### config.mk
export PLATFORM = sky130hd
export DESIGN_NAME = psrd_top
export DESIGN_NICKNAME = d
export VERILOG_FILES = /design/src/psrd_pkg.sv /design/src/psrd_top.sv
export SDC_FILE = /design/constraint.sdc
export NUM_CORES = 1
export LEC_CHECK = 0
export BUFFER_PORTS_ARGS = -buffer_cell sky130_fd_sc_hd__buf_4
export CAP_MARGIN = 0
export CORE_MARGIN = 8
export CORE_UTILIZATION = 51
export CTS_BUF_LIST = sky130_fd_sc_hd__clkbuf_4 sky130_fd_sc_hd__clkbuf_8 sky130_fd_sc_hd__clkbuf_16
export DETAILED_ROUTE_END_ITERATION = 6
export GPL_ROUTABILITY_DRIVEN = 0
export HOLD_SLACK_MARGIN = 0.03
export PLACE_DENSITY_LB_ADDON = 0.3
export REMOVE_ABC_BUFFERS = 1
export SLEW_MARGIN = 30
export SYNTH_ARGS = -nofsm -noshare
export SYNTH_HDL_FRONTEND = slang
export SYNTH_SLANG_ARGS = --single-unit
### constraint.sdc
create_clock -name core_clk_in -period 3.05 [get_ports core_clk_in]
set_clock_uncertainty 0.05 [all_clocks]
set_input_delay 0.4575 -clock core_clk_in [delete_from_list [all_inputs] [get_ports core_clk_in]]
set_output_delay 0.4575 -clock core_clk_in [all_outputs]
set_load 0.05 [all_outputs]
### src/psrd_pkg.sv
// Notes on behaviour
// - both clock ratios come from the five-bit configuration strap alone.
// - each listed strap code maps to a fixed pair of multipliers.
// - processor multiplier code follows the processor ratio, except ratio 2 reads 00100 under codes 10000 and 10010 and 00101 otherwise.
// - codes 00011, 00101, 00111 select bypass; processor ratio stays 2, 2.5, 3.
// - bypass clocks processor from reference, memory PLL off, ratio 1:1.
// - codes 11110 and 11111 stop all internal clocking.
// - readback code is shared by several straps; it identifies the strap only for codes 01010, 10100, 11110 and 11111.
// - reset-only pull-ups make an unstrapped pin sample as one.
// - low data bit zero pin is a reset configuration input, default one.
// - bus grant four pin is a reset configuration input, default one.
// - designated outputs drive by default, open-drain when power control asks.
// - sustained three-state pin is driven high one cycle before release.
package psrd_pkg;

  // ---------------------------------------------------------------
  // widths and constants
  // ---------------------------------------------------------------
  localparam int CFG_W = 5;
  localparam int RB_W = 5;
  localparam int DBG_W = 5;
  localparam logic [3:0] BYPASS_MEM_X2 = 4'h2;
  localparam logic PULLUP_RST = 1'b1;

  // ratios are held doubled so that half steps stay integers
  typedef struct packed {
    logic [3:0] mem_x2;
    logic [3:0] cpu_x2;
    logic [RB_W-1:0] readback;
    logic bypass;
    logic clk_off;
    logic invalid;
  } psrd_ratio_s;

  typedef enum logic [1:0] {
    STRI_IDLE = 2'h0,
    STRI_DRIVE = 2'h1,
    STRI_PARK = 2'h3
  } psrd_stri_e;

  typedef struct packed {
    logic captured;
    logic pullup_en;
    logic [CFG_W-1:0] cfg;
    logic dl0_cfg;
    logic bus_grant4_strap_cfg;
    psrd_ratio_s ratio;
    logic mem_clk_en;
    logic mem_pll_en;
    logic cpu_clk_en;
    logic cpu_src_ref;
    logic bus_grant4_strap_out;
    logic bus_grant4_strap_oe;
    logic od_out;
    logic od_oe;
    psrd_stri_e stri_st;
    logic stri_out;
    logic stri_oe;
    logic [DBG_W-1:0] dbg_addr;
    logic dbg_bit2;
  } psrd_state_s;

  function automatic psrd_ratio_s psrd_row(input logic [3:0] m, input logic [3:0] c,
                                           input logic [4:0] rb, input logic byp,
                                           input logic off, input logic inv);
    psrd_ratio_s r;
    r.mem_x2 = m;
    r.cpu_x2 = c;
    r.readback = rb;
    r.bypass = byp;
    r.clk_off = off;
    r.invalid = inv;
    return r;
  endfunction

  // strap code written left to right is msb to lsb
  function automatic psrd_ratio_s psrd_decode(input logic [CFG_W-1:0] code);
    psrd_ratio_s r;
    r = psrd_row(4'h0, 4'h0, 5'h00, 1'b0, 1'b0, 1'b1);
    case (code)
      5'h00: r = psrd_row(4'h6, 4'h5, 5'h06, 1'b0, 1'b0, 1'b0);
      5'h01: r = psrd_row(4'h6, 4'h6, 5'h18, 1'b0, 1'b0, 1'b1);
      5'h02: r = psrd_row(4'h2, 4'h4, 5'h05, 1'b0, 1'b0, 1'b0);
      5'h03: r = psrd_row(BYPASS_MEM_X2, 4'h4, 5'h05, 1'b1, 1'b0, 1'b0);
      5'h04: r = psrd_row(4'h4, 4'h4, 5'h05, 1'b0, 1'b0, 1'b0);
      5'h05: r = psrd_row(BYPASS_MEM_X2, 4'h5, 5'h06, 1'b1, 1'b0, 1'b0);
      5'h07: r = psrd_row(BYPASS_MEM_X2, 4'h6, 5'h18, 1'b1, 1'b0, 1'b0);
      5'h08: r = psrd_row(4'h2, 4'h6, 5'h18, 1'b0, 1'b0, 1'b0);
      5'h0A: r = psrd_row(4'h4, 4'h9, 5'h07, 1'b0, 1'b0, 1'b1);
      5'h0C: r = psrd_row(4'h4, 4'h5, 5'h06, 1'b0, 1'b0, 1'b0);
      5'h0E: r = psrd_row(4'h4, 4'h6, 5'h18, 1'b0, 1'b0, 1'b0);
      5'h10: r = psrd_row(4'h6, 4'h4, 5'h04, 1'b0, 1'b0, 1'b0);
      5'h12: r = psrd_row(4'h3, 4'h4, 5'h04, 1'b0, 1'b0, 1'b0);
      5'h14: r = psrd_row(4'h4, 4'h7, 5'h1E, 1'b0, 1'b0, 1'b0);
      5'h16: r = psrd_row(4'h4, 4'h8, 5'h1A, 1'b0, 1'b0, 1'b0);
      5'h18: r = psrd_row(4'h5, 4'h6, 5'h18, 1'b0, 1'b0, 1'b0);
      5'h1A: r = psrd_row(4'h2, 4'h8, 5'h1A, 1'b0, 1'b0, 1'b0);
      5'h1C: r = psrd_row(4'h3, 4'h6, 5'h18, 1'b0, 1'b0, 1'b0);
      5'h1D: r = psrd_row(4'h3, 4'h5, 5'h06, 1'b0, 1'b0, 1'b0);
      5'h1E: r = psrd_row(4'h0, 4'h0, 5'h0F, 1'b0, 1'b1, 1'b0);
      5'h1F: r = psrd_row(4'h0, 4'h0, 5'h1F, 1'b0, 1'b1, 1'b0);
      default: r = psrd_row(4'h0, 4'h0, 5'h00, 1'b0, 1'b0, 1'b1);
    endcase
    return r;
  endfunction

endpackage

### src/psrd_top.sv
module psrd_top (
  // clock and reset
  input wire logic core_clk_in,
  input wire logic reset_n_in,
  // reset configuration pins, input side
  input wire logic [psrd_pkg::CFG_W-1:0] strap_cfg_in,
  input wire logic low_data_bit0_strap_in,
  input wire logic bus_grant4_strap_in,
  // bus grant four, normal output function
  input wire logic bus_grant4_in,
  output logic bus_grant4_out,
  output logic bus_grant4_oe_out,
  // push-pull or open-drain output
  input wire logic power_mgmt_control_two_od_in,
  input wire logic od_pin_data_in,
  output logic od_pin_out,
  output logic od_pin_oe_out,
  // sustained three-state pin
  input wire logic stri_drive_in,
  input wire logic stri_data_in,
  output logic stri_pin_out,
  output logic stri_pin_oe_out,
  // debug address outputs
  input wire logic debug_en_in,
  input wire logic [psrd_pkg::DBG_W-1:0] debug_addr_in,
  input wire logic debug_bit_two_in,
  output logic [psrd_pkg::DBG_W-1:0] debug_address_out,
  output logic debug_address_bit_two_out,
  // configuration results
  output logic pullup_en_out,
  output logic cfg_valid_out,
  output logic [psrd_pkg::CFG_W-1:0] strap_cfg_out,
  output logic low_data_bit0_cfg_out,
  output logic bus_grant4_cfg_out,
  output logic [3:0] mem_mult_x2_out,
  output logic [3:0] cpu_mult_x2_out,
  output logic [psrd_pkg::RB_W-1:0] cpu_multiplier_readback_out,
  output logic bypass_out,
  output logic clock_off_out,
  output logic invalid_out,
  output logic mem_clk_en_out,
  output logic mem_pll_en_out,
  output logic cpu_clk_en_out,
  output logic cpu_src_ref_out
);

  psrd_pkg::psrd_state_s state_reg;
  psrd_pkg::psrd_state_s state_next;
  logic usable;

  // ---------------------------------------------------------------
  // next state
  // ---------------------------------------------------------------
  always_comb
  begin
    state_next = state_reg;
    usable = 1'b0;
    // first edge after release catches the straps, then they freeze
    if (!state_reg.captured)
    begin
      state_next.captured = 1'b1;
      state_next.pullup_en = 1'b0;
      state_next.cfg = strap_cfg_in;
      state_next.dl0_cfg = low_data_bit0_strap_in;
      state_next.bus_grant4_strap_cfg = bus_grant4_strap_in;
    end
    // readback follows the processor ratio, except codes 10000 and 10010 read 00100 for ratio 2
    state_next.ratio = psrd_pkg::psrd_decode(state_next.cfg);
    usable = state_next.captured && !state_next.ratio.clk_off
             && !state_next.ratio.invalid;
    state_next.mem_clk_en = usable;
    state_next.cpu_clk_en = usable;
    state_next.mem_pll_en = usable && !state_next.ratio.bypass;
    state_next.cpu_src_ref = usable && state_next.ratio.bypass;
    // grant pin stays released until its strap is taken
    state_next.bus_grant4_strap_oe = state_next.captured;
    state_next.bus_grant4_strap_out = state_next.captured && bus_grant4_in;
    if (power_mgmt_control_two_od_in)
    begin
      state_next.od_out = 1'b0;
      state_next.od_oe = !od_pin_data_in;
    end
    else
    begin
      state_next.od_out = od_pin_data_in;
      state_next.od_oe = 1'b1;
    end
    // park phase avoids a slow pull-up edge after release
    unique case (state_reg.stri_st)
      psrd_pkg::STRI_IDLE:
      begin
        if (stri_drive_in)
          state_next.stri_st = psrd_pkg::STRI_DRIVE;
      end
      psrd_pkg::STRI_DRIVE:
      begin
        if (!stri_drive_in)
          state_next.stri_st = psrd_pkg::STRI_PARK;
      end
      psrd_pkg::STRI_PARK:
        state_next.stri_st = psrd_pkg::STRI_IDLE;
      default:
        state_next.stri_st = psrd_pkg::STRI_IDLE;
    endcase
    state_next.stri_oe = (state_next.stri_st != psrd_pkg::STRI_IDLE);
    state_next.stri_out = (state_next.stri_st == psrd_pkg::STRI_DRIVE) ? stri_data_in :
                          (state_next.stri_st == psrd_pkg::STRI_PARK);
    // debug outputs idle low so an open pin carries nothing
    state_next.dbg_addr = debug_en_in ? debug_addr_in : '0;
    state_next.dbg_bit2 = debug_en_in && debug_bit_two_in;
  end

  // ---------------------------------------------------------------
  // state register
  // ---------------------------------------------------------------
  always_ff @(posedge core_clk_in or negedge reset_n_in)
  begin
    if (!reset_n_in)
    begin
      state_reg <= '0;
      state_reg.pullup_en <= psrd_pkg::PULLUP_RST;
    end
    else
      state_reg <= state_next;
  end

  // ---------------------------------------------------------------
  // outputs
  // ---------------------------------------------------------------
  assign bus_grant4_out = state_reg.bus_grant4_strap_out;
  assign bus_grant4_oe_out = state_reg.bus_grant4_strap_oe;
  assign od_pin_out = state_reg.od_out;
  assign od_pin_oe_out = state_reg.od_oe;
  assign stri_pin_out = state_reg.stri_out;
  assign stri_pin_oe_out = state_reg.stri_oe;
  assign debug_address_out = state_reg.dbg_addr;
  assign debug_address_bit_two_out = state_reg.dbg_bit2;
  assign pullup_en_out = state_reg.pullup_en;
  assign cfg_valid_out = state_reg.captured;
  assign strap_cfg_out = state_reg.cfg;
  assign low_data_bit0_cfg_out = state_reg.dl0_cfg;
  assign bus_grant4_cfg_out = state_reg.bus_grant4_strap_cfg;
  assign mem_mult_x2_out = state_reg.ratio.mem_x2;
  assign cpu_mult_x2_out = state_reg.ratio.cpu_x2;
  assign cpu_multiplier_readback_out = state_reg.ratio.readback;
  assign bypass_out = state_reg.ratio.bypass;
  assign clock_off_out = state_reg.ratio.clk_off;
  assign invalid_out = state_reg.ratio.invalid;
  assign mem_clk_en_out = state_reg.mem_clk_en;
  assign mem_pll_en_out = state_reg.mem_pll_en;
  assign cpu_clk_en_out = state_reg.cpu_clk_en;
  assign cpu_src_ref_out = state_reg.cpu_src_ref;

  // ---------------------------------------------------------------
  // checks
  // ---------------------------------------------------------------
  a_strap_held_stable: assert property (@(posedge core_clk_in) disable iff (!reset_n_in)
    state_reg.captured |=> $stable(strap_cfg_out) && cfg_valid_out)
    else $error("strap changed after capture");

  a_pullup_until_capture: assert property (@(posedge core_clk_in) disable iff (!reset_n_in)
    pullup_en_out == !cfg_valid_out)
    else $error("pull-up enable wrong for capture state");

  a_strap_sampled_pins: assert property (@(posedge core_clk_in)
    disable iff (!reset_n_in)
    $rose(cfg_valid_out) |-> low_data_bit0_cfg_out == $past(low_data_bit0_strap_in)
      && bus_grant4_cfg_out == $past(bus_grant4_strap_in)
      && strap_cfg_out == $past(strap_cfg_in))
    else $error("strap pins not sampled on capture");

  a_decode_code_zero: assert property (@(posedge core_clk_in)
    disable iff (!reset_n_in)
    cfg_valid_out && strap_cfg_out == 5'h00 |-> mem_mult_x2_out == 4'h6
      && cpu_mult_x2_out == 4'h5 && cpu_clk_en_out)
    else $error("code 00000 decoded wrongly");

  a_readback_by_ratio: assert property (@(posedge core_clk_in)
    disable iff (!reset_n_in)
    cfg_valid_out && !invalid_out && cpu_mult_x2_out == 4'h6
      |-> cpu_multiplier_readback_out == 5'h18)
    else $error("readback not tied to processor ratio");

  a_bypass_codes_sel: assert property (@(posedge core_clk_in) disable iff (!reset_n_in)
    cfg_valid_out && strap_cfg_out inside {5'h03, 5'h05, 5'h07}
      |-> bypass_out && cpu_clk_en_out
      && cpu_mult_x2_out == ((strap_cfg_out == 5'h03) ? 4'h4 :
                             (strap_cfg_out == 5'h05) ? 4'h5 : 4'h6))
    else $error("bypass code not in bypass");

  a_bypass_ratio_one: assert property (@(posedge core_clk_in) disable iff (!reset_n_in)
    bypass_out && cfg_valid_out |-> mem_mult_x2_out == 4'h2 && !mem_pll_en_out
      && cpu_src_ref_out)
    else $error("bypass does not force one to one");

  a_clock_off_gate: assert property (@(posedge core_clk_in) disable iff (!reset_n_in)
    cfg_valid_out && strap_cfg_out[4:1] == 4'hF |-> clock_off_out && !cpu_clk_en_out
      && !mem_clk_en_out && !mem_pll_en_out)
    else $error("clock-off code still clocks");

  a_invalid_no_clk: assert property (@(posedge core_clk_in) disable iff (!reset_n_in)
    invalid_out || !cfg_valid_out |-> !cpu_clk_en_out && !mem_clk_en_out)
    else $error("invalid code enables clocks");

  a_open_drain_mode: assert property (@(posedge core_clk_in) disable iff (!reset_n_in)
    power_mgmt_control_two_od_in |=> !(od_pin_oe_out && od_pin_out)
      && od_pin_oe_out == !$past(od_pin_data_in))
    else $error("open-drain pin drives high");

  a_stri_park_high: assert property (@(posedge core_clk_in) disable iff (!reset_n_in)
    state_reg.stri_st == psrd_pkg::STRI_DRIVE && !stri_drive_in
      |=> stri_pin_oe_out && stri_pin_out ##1 !stri_pin_oe_out)
    else $error("sustained pin not parked high");

  c_bypass_seen: cover property (@(posedge core_clk_in) disable iff (!reset_n_in)
    cfg_valid_out && bypass_out && cpu_clk_en_out);

  c_clock_off_seen: cover property (@(posedge core_clk_in) disable iff (!reset_n_in)
    cfg_valid_out && clock_off_out);

  c_normal_run: cover property (@(posedge core_clk_in) disable iff (!reset_n_in)
    cfg_valid_out && mem_pll_en_out && cpu_clk_en_out);

  c_stri_release: cover property (@(posedge core_clk_in) disable iff (!reset_n_in)
    stri_pin_oe_out && stri_pin_out ##1 !stri_pin_oe_out);

endmodule // psrd_top
## Word-level counts from Yosys, hierarchy flattened

Memories as Yosys holds them, arrays and structs flattened.
Index checks and enable logic that the tools add are counted.

| word-level totals | value |
|---|---|
| register bits | 41 |
| bits in read-only memories | 480 |
| input bits | 21 |
| output and inout port bits | 41 |
| logic and storage cells | 45 |
| memories | 1 |

| operators by class | value |
|---|---|
| equality and inequality tests | 3 |
| muxes and demuxes | 7 |
| reduce and logical (&&, ||, !) cells | 12 |

Memories:

| memory | words | width | read ports | clocked after Yosys merged registers in | wr ports | RTL line | text |
|---|---|---|---|---|---|---|---|
| (name not given) | 32 | 15 | 1 | 0 | 0 | psrd_pkg.sv:80 | `case (code)` |

Operator list:

| kind | count |
|---|---|
| $mux W7 | 1 |
| $mux W2 | 3 |
| $mux W5 | 1 |
| $eq A2 B1 Y1 const B | 2 |
| $logic_and A1 B1 Y1 | 4 |
| $logic_not A1 Y1 | 4 |
| $pmux W2 S2 | 1 |
| $eq A2 B2 Y1 const B | 1 |
| $logic_and A1 B1 Y1 const A | 2 |
| $logic_not A2 Y1 | 1 |
| $reduce_bool A2 Y1 | 1 |
| $mux W1 | 1 |

## Longest topological paths before layout

Gate-level depths: netlist of the first run.
An unclocked memory read counts as a cell.

| depth | value |
|---|---|
| depth in word-level cells | 6 |
| depth in mapped cells | 8 |
| depth with buffers taken out | 7 |

## Least setup slack after synthesis of the first run

OpenSTA, ideal clock, no wires.

| timing | value |
|---|---|
| path type | flip-flop to flip-flop |
| start point | register bus_grant4_oe_out (netlist name) |
| end point | register state_reg (netlist bit cpu_multiplier_readback_out[3]) |
| library setup time | 0.127 ns |
| arrival | 2.412 ns |
| required time | 2.873 ns |
| slack | 0.461 ns |
| cell stages (with the launch flop) | 8 |
| path buffers | 1 |
| period minus slack after synthesis | 2.589 ns |
| cells stage by stage | dfrtp_1 > buf_6 > mux2i_2 > inv_1 > ha_1 > mux4_2 > nor2_1 > a21oi_1 |

RTL lines:

| item | RTL line | text |
|---|---|---|
| end signal, assigned | psrd_top.sv:124 | `state_reg <= state_next;` |
| end, declared | psrd_top.sv:47 | `psrd_pkg::psrd_state_s state_reg;` |

==> impl_metrics.ini, run 1 <==
[synth]
synth_mux_area_frac = 0.0811
synth_cell_type_count = 42
synth_top_area_share = 0.465
yosys_warnings = 0
yosys.area_share.simple = 0.130
synth_top_family_by_area = buffers and inverters
synthArstFlopShare = 1.00
synth_compound_area_frac = 0.124
synth_most_common_cell = dfrtp_1
synth_edf_count = 0
synth_adder_area_share = 0.0418
yosys-top-cells-area = dfrtp_1 47%, buf_4 8.9%, ha_1 4.2%
ys_ff_latch = 40
ys.flop_type = dfrtp_1
synth-xor-area-share = 0.00418
synth_top_area_cell = dfrtp_1
synth_common_cells = 39 x dfrtp_1, 25 x buf_4, 15 x nor2_1
synthCells = 196
synth_area_um2 = 2100
ys_seq_area_frac = 0.478
syn_area_per_cell_um2 = 10.7

[worst_setup_path]
reg2reg_from = bus_grant4_oe_out
required_ps = 3180
startpoint = bus_grant4_oe_out
crit_chain = buf_4 -> mux2i_4 -> inv_4 -> mux4_2 -> nor2_1 -> a21oi_1
critPathArrivalTime_ps = 2440
worstSetupPathType = flip-flop to flip-flop
r2r-end = cpu_multiplier_readback_out[4]
crit_end = cpu_multiplier_readback_out[4]
slowest_stage = dfrtp_1
r2r_cells = 6
end_kind = flip-flop
cp-start-kind = flip-flop
cp_slowest_stage_delay_ps = 530
regToRegSetupSlack_ps = 750
worstPathMaxFanout = 23

[route]
via_per_inst = 5.27
routed_wl_mm = 4.41
wl_per_cell_um = 15.6
drt-initial-drc-count = 85
postRouteAntennaNets = 0
first_pass_iters = 5
drc_errors = 0
num_vias = 1491

[clocking]
worst_skew_pair.late_latency_ps = 290
h-tree-depth = 2
ctsHoldBuffers = 0
cts_tree = yes
cts_setup_buffers = 0
clkSlewWorstSetupHoldPaths_ps = 80
cts-root-buf = clkbuf_8
cts_inserted_buffers = 5
clock_sinks = 40
cts_buffer_depth = 2
cts.repair.resized = 0

[timing]
final_max_slew_viol_count = 0
finalHoldViolCount = 0
period_needed_ps = 2300
rsz0062_at_grt = no
tightest_slew_ps = 471
finalCritPeriodShare = 0.756
setup_viol = 0
relSlewSlack = 0.679
max_freq_ghz = 0.434

[flow_run]
maxCapViolCount = 0

[final_layout]
n_fill_cell = 333
area_growth_pct = 18.4
multi_input_area_um2 = 806
fin_nets = 260
num_antenna_cells = 0
drive_above_1_share = 0.373
final_util = 0.625
final_area_um2 = 2480
regArea_um2 = 1000

[global_routing]
grt.total_usage = 0.140
grt-ovfl-total = 0
grt_pass1_vias = 1418
grt_max_degree = 41
antenna_found_initial = 0
grt_pass1_wl_mm = 6.99

[placed_design]
place_hpwl_mm = 3.20
dpl_cell_area_um2 = 2370
io_buffers = 60

[floorplan]
ios = 62
die_y_um = 80.1
fp-row-count = 23
coreArea_um2 = 3970
die_w_um = 80.1
die-area_um2 = 6420
initial_core_util = 0.528

[outcome]
status = completed

[power_and_ir_drop]
p_per_area_nw_per_um2 = 660
p_leak_nw = 1.18
peakVddDrop_uv = 292

[worst_hold_path]
hold_path.class = input port to asynchronous set/reset pin
## power breakdown
group	total (W)	leakage (nW)	switching, W	internal (W)
registers	0.000624	0.491	0.0000287	0.000595
logic	0.000589	0.638	0.000406	0.000182
clock network	0.000425	0.0541	0.000183	0.000242
## how the worst min path moves through the flow
stage	start	slack, ps	end	cells past startpoint
2_1_floorplan	reset_n_in	110	bus_grant4_cfg_out	0
3_3_place_gp	reset_n_in	410	stri_pin_oe_out	1
3_5_place_dp	reset_n_in	410	stri_pin_oe_out	1
4_1_cts	reset_n_in	90	stri_pin_oe_out	1
5_1_grt	reset_n_in	110	od_pin_oe_out	1
6_report	reset_n_in	80	od_pin_oe_out	1
## layout by cell type, fill, tap and decap left out, drive strengths merged, types with 7 or more instances in the layout
master / instances
dfrtp: 39
ha: 7
a21oi: 10
nor2: 15
mux2i: 8
nand2: 14
o21ai: 10
and2: 10
buf: 64
## cell type report
type,instances,area share
well taps,50,0.0252
clock inverters,3,0.0171
flip-flops and latches,40,0.404
multi-input cells,116,0.324
repair buffers,64,0.193
clock buffers,5,0.0277
inverters,5,0.00856
## logic make-up after synthesis
kind of cell / count (synthesis)
AOI/OAI and AO/OA: 39
xor gates and xnor gates: 1
adders and majority gates: 7
buffers and inverters: 40
DFF: 40
muxes: 11
other: 2
and+or+nand+nor: 56
## per-stage QoR
| step | hold slack, ps | setup TNS, ps | power, W | instances | worst slack (ps) |
|---|---|---|---|---|---|
| 6_report | 75.9 | 0 | 0.00164 | 283 | 746 |
| 5_1_grt | 112 | 0 | 0.00172 | 283 | 594 |
| 4_1_cts | 88.5 | 0 | 0.00166 | 283 | 748 |
| 3_5_place_dp | 413 | 0 | 0.00123 | 275 | 748 |
| 3_3_place_gp | 409 | 0 | 0.00122 | 275 | 787 |
| 2_1_floorplan | 112 | -22.8 | 0.00103 | 161 | -14.8 |
## critical path: cells and delay by family (launching register included)
family,cells,cell delay (ps)
muxes,2,960
DFF,1,530
buffers and inverters,2,450
and+or+nand+nor,1,140
AOI/OAI and AO/OA,1,50
## metal layers
metal  global-route usage  vias to the layer above  part of all wire
met1                0.173                      715              0.41
met5                    0                        -                 0
met3               0.0547                        6              0.10
li1                     -                      711                 -
met4               0.0600                        0             0.013
met2                0.213                       59              0.47
(Power assumes the default switching activity.)
==> run 2: changes to the inputs <==
ABC_AREA = 1   (was unset)
CORE_UTILIZATION = 46   (was 51)
clock period = 1.9 ns   (was 3.05 ns; I/O delays follow)
==> impl_metrics.ini, run 2 <==
[power_and_ir_drop]
p_per_area_nw_per_um2 = 996
peakVddDrop_uv = 346
total_power_w = 0.00254
p_leak_nw = 1.44

[synth]
synth_cell_type_count = 26
synth_common_cells = 67 x nand2_1, 39 x dfrtp_1, 26 x buf_4
syn_area_per_cell_um2 = 8.90
yosys_warnings = 0
synthCells = 230
ys.flop_type = dfrtp_1
synth_top_area_share = 0.477
ys_ff_latch = 40
synth_edf_count = 0
synth_top_area_cell = dfrtp_1
synth_most_common_cell = nand2_1
synthArstFlopShare = 1.00
ys_seq_area_frac = 0.490
yosys-top-cells-area = dfrtp_1 48%, nand2_1 12%, buf_4 9.5%
synth_area_um2 = 2050

[worst_setup_path]
required_ps = 2020
path_delay_family = simple AND/OR/NAND/NOR gates
path_buf_inv = 3
cp_slowest_stage_delay_ps = 420
critPathArrivalTime_ps = 1930
crit_chain = buf_4 -> nand2_2 -> nand2_4 -> clkinvlp_4 -> ha_4 -> inv_2 -> nor2_1 -> nand2_1 -> nand2_1 -> o21bai_1 -> nand2_1
worstSetupPathType = flip-flop to flip-flop
cp-start-kind = flip-flop
worst_path_most_repeated_cell = nand2_1
worstPathMaxFanout = 6
end_kind = flip-flop
slowest_stage = dfrtp_1

[route]
wl_per_cell_um = 13.3
wl_met2_mm = 2.05
wl_met3_um = 496
drc_errors = 0
postRouteAntennaNets = 0
num_vias = 1545
first_pass_iters = 5
routed_wl_mm = 4.41
top_layer_used = met4
via_per_inst = 4.67
met1_length_mm = 1.81
drt-initial-drc-count = 71

[floorplan]
die_y_um = 82.7
ios = 62
die-area_um2 = 6840
fp-row-count = 24
initial_core_util = 0.473
coreArea_um2 = 4320
die_w_um = 82.7

[global_routing]
grt_pass1_wl_mm = 6.89
grt.total_usage = 0.132
antenna_found_initial = 0
grt_max_degree = 41
grt-ovfl-total = 0
grt_pass1_vias = 1530

[final_layout]
area_growth_pct = 24.7
n_fill_cell = 394
regArea_um2 = 1000
layout_commonest_cell = buf_4
fin_nets = 306
final_cell_mix = 69 x buf_4, 66 x nand2_1, 39 x dfrtp_1
final_util = 0.590
num_antenna_cells = 0
multi_input_area_um2 = 752
drive_above_1_share = 0.376

[clocking]
worst_skew_pair.late_latency_ps = 290
h-tree-depth = 2
cts_tree = yes
clock_sinks = 40
clkSlewWorstSetupHoldPaths_ps = 70
cts_inserted_buffers = 5
cts-root-buf = clkbuf_8
cts_buffer_depth = 2

[worst_hold_path]
hold_path.class = input port to flip-flop

[flow_run]
maxCapViolCount = 0

[placed_design]
io_buffers = 60
place_hpwl_mm = 3.29
post-place-ws_ps = 88.6

[timing]
finalSetupTns_ps = 0
finalHoldViolCount = 0
final_max_slew_viol_count = 0
tightest_slew_ps = 503
max_freq_ghz = 0.553
finalCritPeriodShare = 0.951
setup_ws_ps = 92.7
period_needed_ps = 1810
relSlewSlack = 0.664
setup_viol = 0

[outcome]
status = completed
-- run 2: changes by cell type after synthesis, sizes merged, moves of 3 or more --
cell,change
and2,-10
o211ai,-3
nand2,+64
nor2b,-4
mux2i,-8
inv,+19
a21oi,-9
nand3,+7
o21ai,+6
or3,-3
buf,-5
a211oi,-3
-- run 2: logic make-up after synthesis --
kind of cell | after synthesis | synth area share
buffers and inverters | 53 | 0.153
and+or+nand+nor | 106 | 0.240
AOI/OAI and AO/OA | 22 | 0.0715
adders and majority gates | 7 | 0.0428
DFF | 40 | 0.490
other | 2 | 0.00367
-- run 2: layout make-up --
cell class	instances	area share
flip-flops and latches	40	0.393
inverters	24	0.0368
well taps	52	0.0255
repair buffers	70	0.207
clock inverters	2	0.0137
clock buffers	6	0.0299
multi-input cells	137	0.295
-- run 2: where the power goes --
group	internal, W	leakage (nW)	switching (W)	total (W)
Sequential	0.000950	0.495	0.0000345	0.000984
Combinational	0.000259	0.890	0.000620	0.000879
Clock	0.000404	0.0586	0.000276	0.000679
Total	0.00161	1.44	0.000930	0.00254
-- run 2: per-layer routing --
metal	vias up	global-route usage
li1	776	-
met1	697	0.153
met2	67	0.214
met3	5	0.0465
met4	0	0.0586
met5	-	0
-- run 2: timing repair --
item	CTS	global route
hold buffers	1	0
hold endpoints to repair	39	0
setup buffers	0	4
setup endpoints to repair	0	7
gates resized for setup	0	8
-- run 2: final timing paths --
| path | start | end | slack, ps | depth (start not counted) |
|---|---|---|---|---|
| max reg2reg | bus_grant4_oe_out | mem_mult_x2_out[2] | 90 | 11 |
| min in group asynchronous | reset_n_in | stri_pin_oe_out | 460 | 2 |
| max | bus_grant4_oe_out | mem_mult_x2_out[2] | 90 | 11 |
| min reg2reg | pullup_en_out | pullup_en_out | 400 | 2 |
| max in group asynchronous | reset_n_in | pullup_en_out | 980 | 2 |
| min | bus_grant4_in | bus_grant4_out | 50 | 1 |
-- run 2: metrics by stage --
step	instance area, µm²	std cells	hold slack, ps
3_5_place_dp	2380	318	240
4_1_cts	2500	327	44.2
3_3_place_gp	2380	318	237
6_report	2550	331	53.5
2_1_floorplan	1820	201	-60.6
5_1_grt	2550	331	35.6
==> run 3: changes to the inputs <==
PLACE_DENSITY = 0.76   (was unset)
PLACE_DENSITY_LB_ADDON = unset   (was 0.3)
==> impl_metrics.ini, run 3 (synthesized netlist as in run 2, its figures left out) <==
[clocking]
clock_sinks = 40
worst_skew_pair.late_latency_ps = 290
cts_tree = yes
cts_inserted_buffers = 5
clkSlewWorstSetupHoldPaths_ps = 70
cts-root-buf = clkbuf_8
cts_buffer_depth = 2
h-tree-depth = 2

[global_routing]
grt_pass1_vias = 1635
grt-ovfl-total = 0
antenna_found_initial = 0
grt_use_met3 = 0.0433
grt.total_usage = 0.130
grt_busiest_layer = met2
grt_max_degree = 41
use_met2 = 0.235
grt_pass1_wl_mm = 6.94
grtUsageMet1 = 0.134

[timing]
finalCritPeriodShare = 0.936
max_freq_ghz = 0.562
period_needed_ps = 1780
setup_viol = 0
finalHoldViolCount = 0
final_max_slew_viol_count = 0
holdWs_ps = 55.5
setup_ws_ps = 121

[worst_setup_path]
cp_slowest_stage_delay_ps = 430
r2r-end = cpu_src_ref_out
cp-start-kind = flip-flop
r2r_cells = 12
required_ps = 2030
crit_chain = inv_2 -> nand2_1 -> nand2_4 -> clkinvlp_4 -> buf_4 -> ha_1 -> inv_1 -> nand3_1 -> nand3_1 -> nand3_2 -> nand3_2 -> nor2_1
crit_end = cpu_src_ref_out
critPathArrivalTime_ps = 1910
worstSetupPathType = flip-flop to flip-flop
regToRegSetupSlack_ps = 120
worstPathMaxFanout = 5
startpoint = bus_grant4_oe_out
slowest_stage = dfrtp_1
reg2reg_from = bus_grant4_oe_out
end_kind = flip-flop

[power_and_ir_drop]
power.internal_w = 0.00160
power.switching_w = 0.000932
p_per_area_nw_per_um2 = 992
p_leak_nw = 1.45
peakVddDrop_uv = 347
swShare = 0.368
power_frac_clock = 0.263
p_comb_frac = 0.349
p_seq_frac = 0.388

[floorplan]
ios = 62
fp-row-count = 24
die-area_um2 = 6840
die_w_um = 82.7
die_y_um = 82.7
initial_core_util = 0.473
coreArea_um2 = 4320

[final_layout]
layout_commonest_cell = buf_4
area_growth_pct = 24.7
num_antenna_cells = 0
fin_nets = 308
final_cell_mix = 71 x buf_4, 67 x nand2_1, 39 x dfrtp_1
drive_above_1_share = 0.370
n_fill_cell = 366

[route]
routed_wl_mm = 4.26
first_pass_iters = 4
wl_per_cell_um = 12.8
drc_errors = 0
postRouteAntennaNets = 0
drt-initial-drc-count = 50
num_vias = 1596
via_per_inst = 4.79

[flow_run]
maxCapViolCount = 0

[placed_design]
place_hpwl_mm = 3.26
io_buffers = 60
post-place-ws_ps = 132

[worst_hold_path]
hold_path.class = input port to flip-flop

[outcome]
status = completed
## run 3: cell count changes in the layout (fill, tap and decap cells not counted)
cell / previous run / this run
buf_4: 69 / 71
clkbuf_4: 1 / 0
clkinvlp_4: 1 / 2
ha_1: 5 / 7
ha_2: 1 / 0
ha_4: 1 / 0
nand2_1: 66 / 67
nand2_2: 8 / 7
nand3_1: 10 / 9
nand3_2: 2 / 3
nor2_1: 12 / 13
nor2_2: 1 / 0
## run 3: repair_timing
| item | in CTS | in global routing |
|---|---|---|
| gates resized for setup | 0 | 4 |
| hold endpoints to repair | 39 | 0 |
| setup endpoints to repair | 0 | 7 |
| buffers inserted | 0 | 5 |
| hold buffers | 1 | 0 |
## run 3: through the flow
step	setup TNS, ps	instances	utilization	power [W]	instance area, µm²
final	0	333	0.590	0.00253	2550
after floorplan	-11570	201	-	0.00158	1820
after detailed placement	0	319	0.552	0.00187	2380
after global placement	0	319	0.552	0.00186	2380
after global routing	-24.7	333	0.590	0.00267	2550
after CTS	0	328	0.580	0.00254	2510
## run 3: power by group through the flow
stage               Sequential, W  Clock, W  Combinational, W
floorplan                 0.00134         0          0.000231
CTS                      0.000982  0.000689          0.000872
detailed placement       0.000999         0          0.000867
global placement         0.000998         0          0.000859
finish                   0.000982  0.000667          0.000883
global route             0.000993  0.000729          0.000945
## run 3: how the worst min path moves through the flow
stage | start | endpoint | slack (ps) | cells after the start
global placement | reset_n_in | od_pin_oe_out | 230 | 1
finish | bus_grant4_in | bus_grant4_out | 60 | 1
detailed placement | reset_n_in | od_pin_oe_out | 230 | 1
CTS | bus_grant4_in | bus_grant4_out | 50 | 1
global route | bus_grant4_in | bus_grant4_out | 40 | 1
floorplan | reset_n_in | bus_grant4_cfg_out | -60 | 0
## run 3: metal layers
| metal | up-vias | wire length [µm] |
|---|---|---|
| met5 | - | 0 |
| met4 | 0 | 69 |
| met3 | 10 | 514 |
| met2 | 80 | 2090 |
| met1 | 725 | 1590 |
| li1 | 781 | - |
## run 3: cell type report
| type | instances | area [µm²] | share of cell area |
|---|---|---|---|
| flip-flops and latches | 40 | 1000 | 0.393 |
| clock buffers | 5 | 68.8 | 0.0270 |
| clock inverters | 3 | 42.5 | 0.0167 |
| repair buffers | 72 | 543 | 0.213 |
| inverters | 24 | 93.8 | 0.0368 |
| multi-input cells | 137 | 737 | 0.289 |
| well taps | 52 | 65.1 | 0.0255 |
## run 3: worst max-delay path, delay by kind of cell, from the launching register on
family	cells	cell delay, ps
DFF	1	430
adders and majority gates	1	200
and+or+nand+nor	7	560
buffers and inverters	4	420
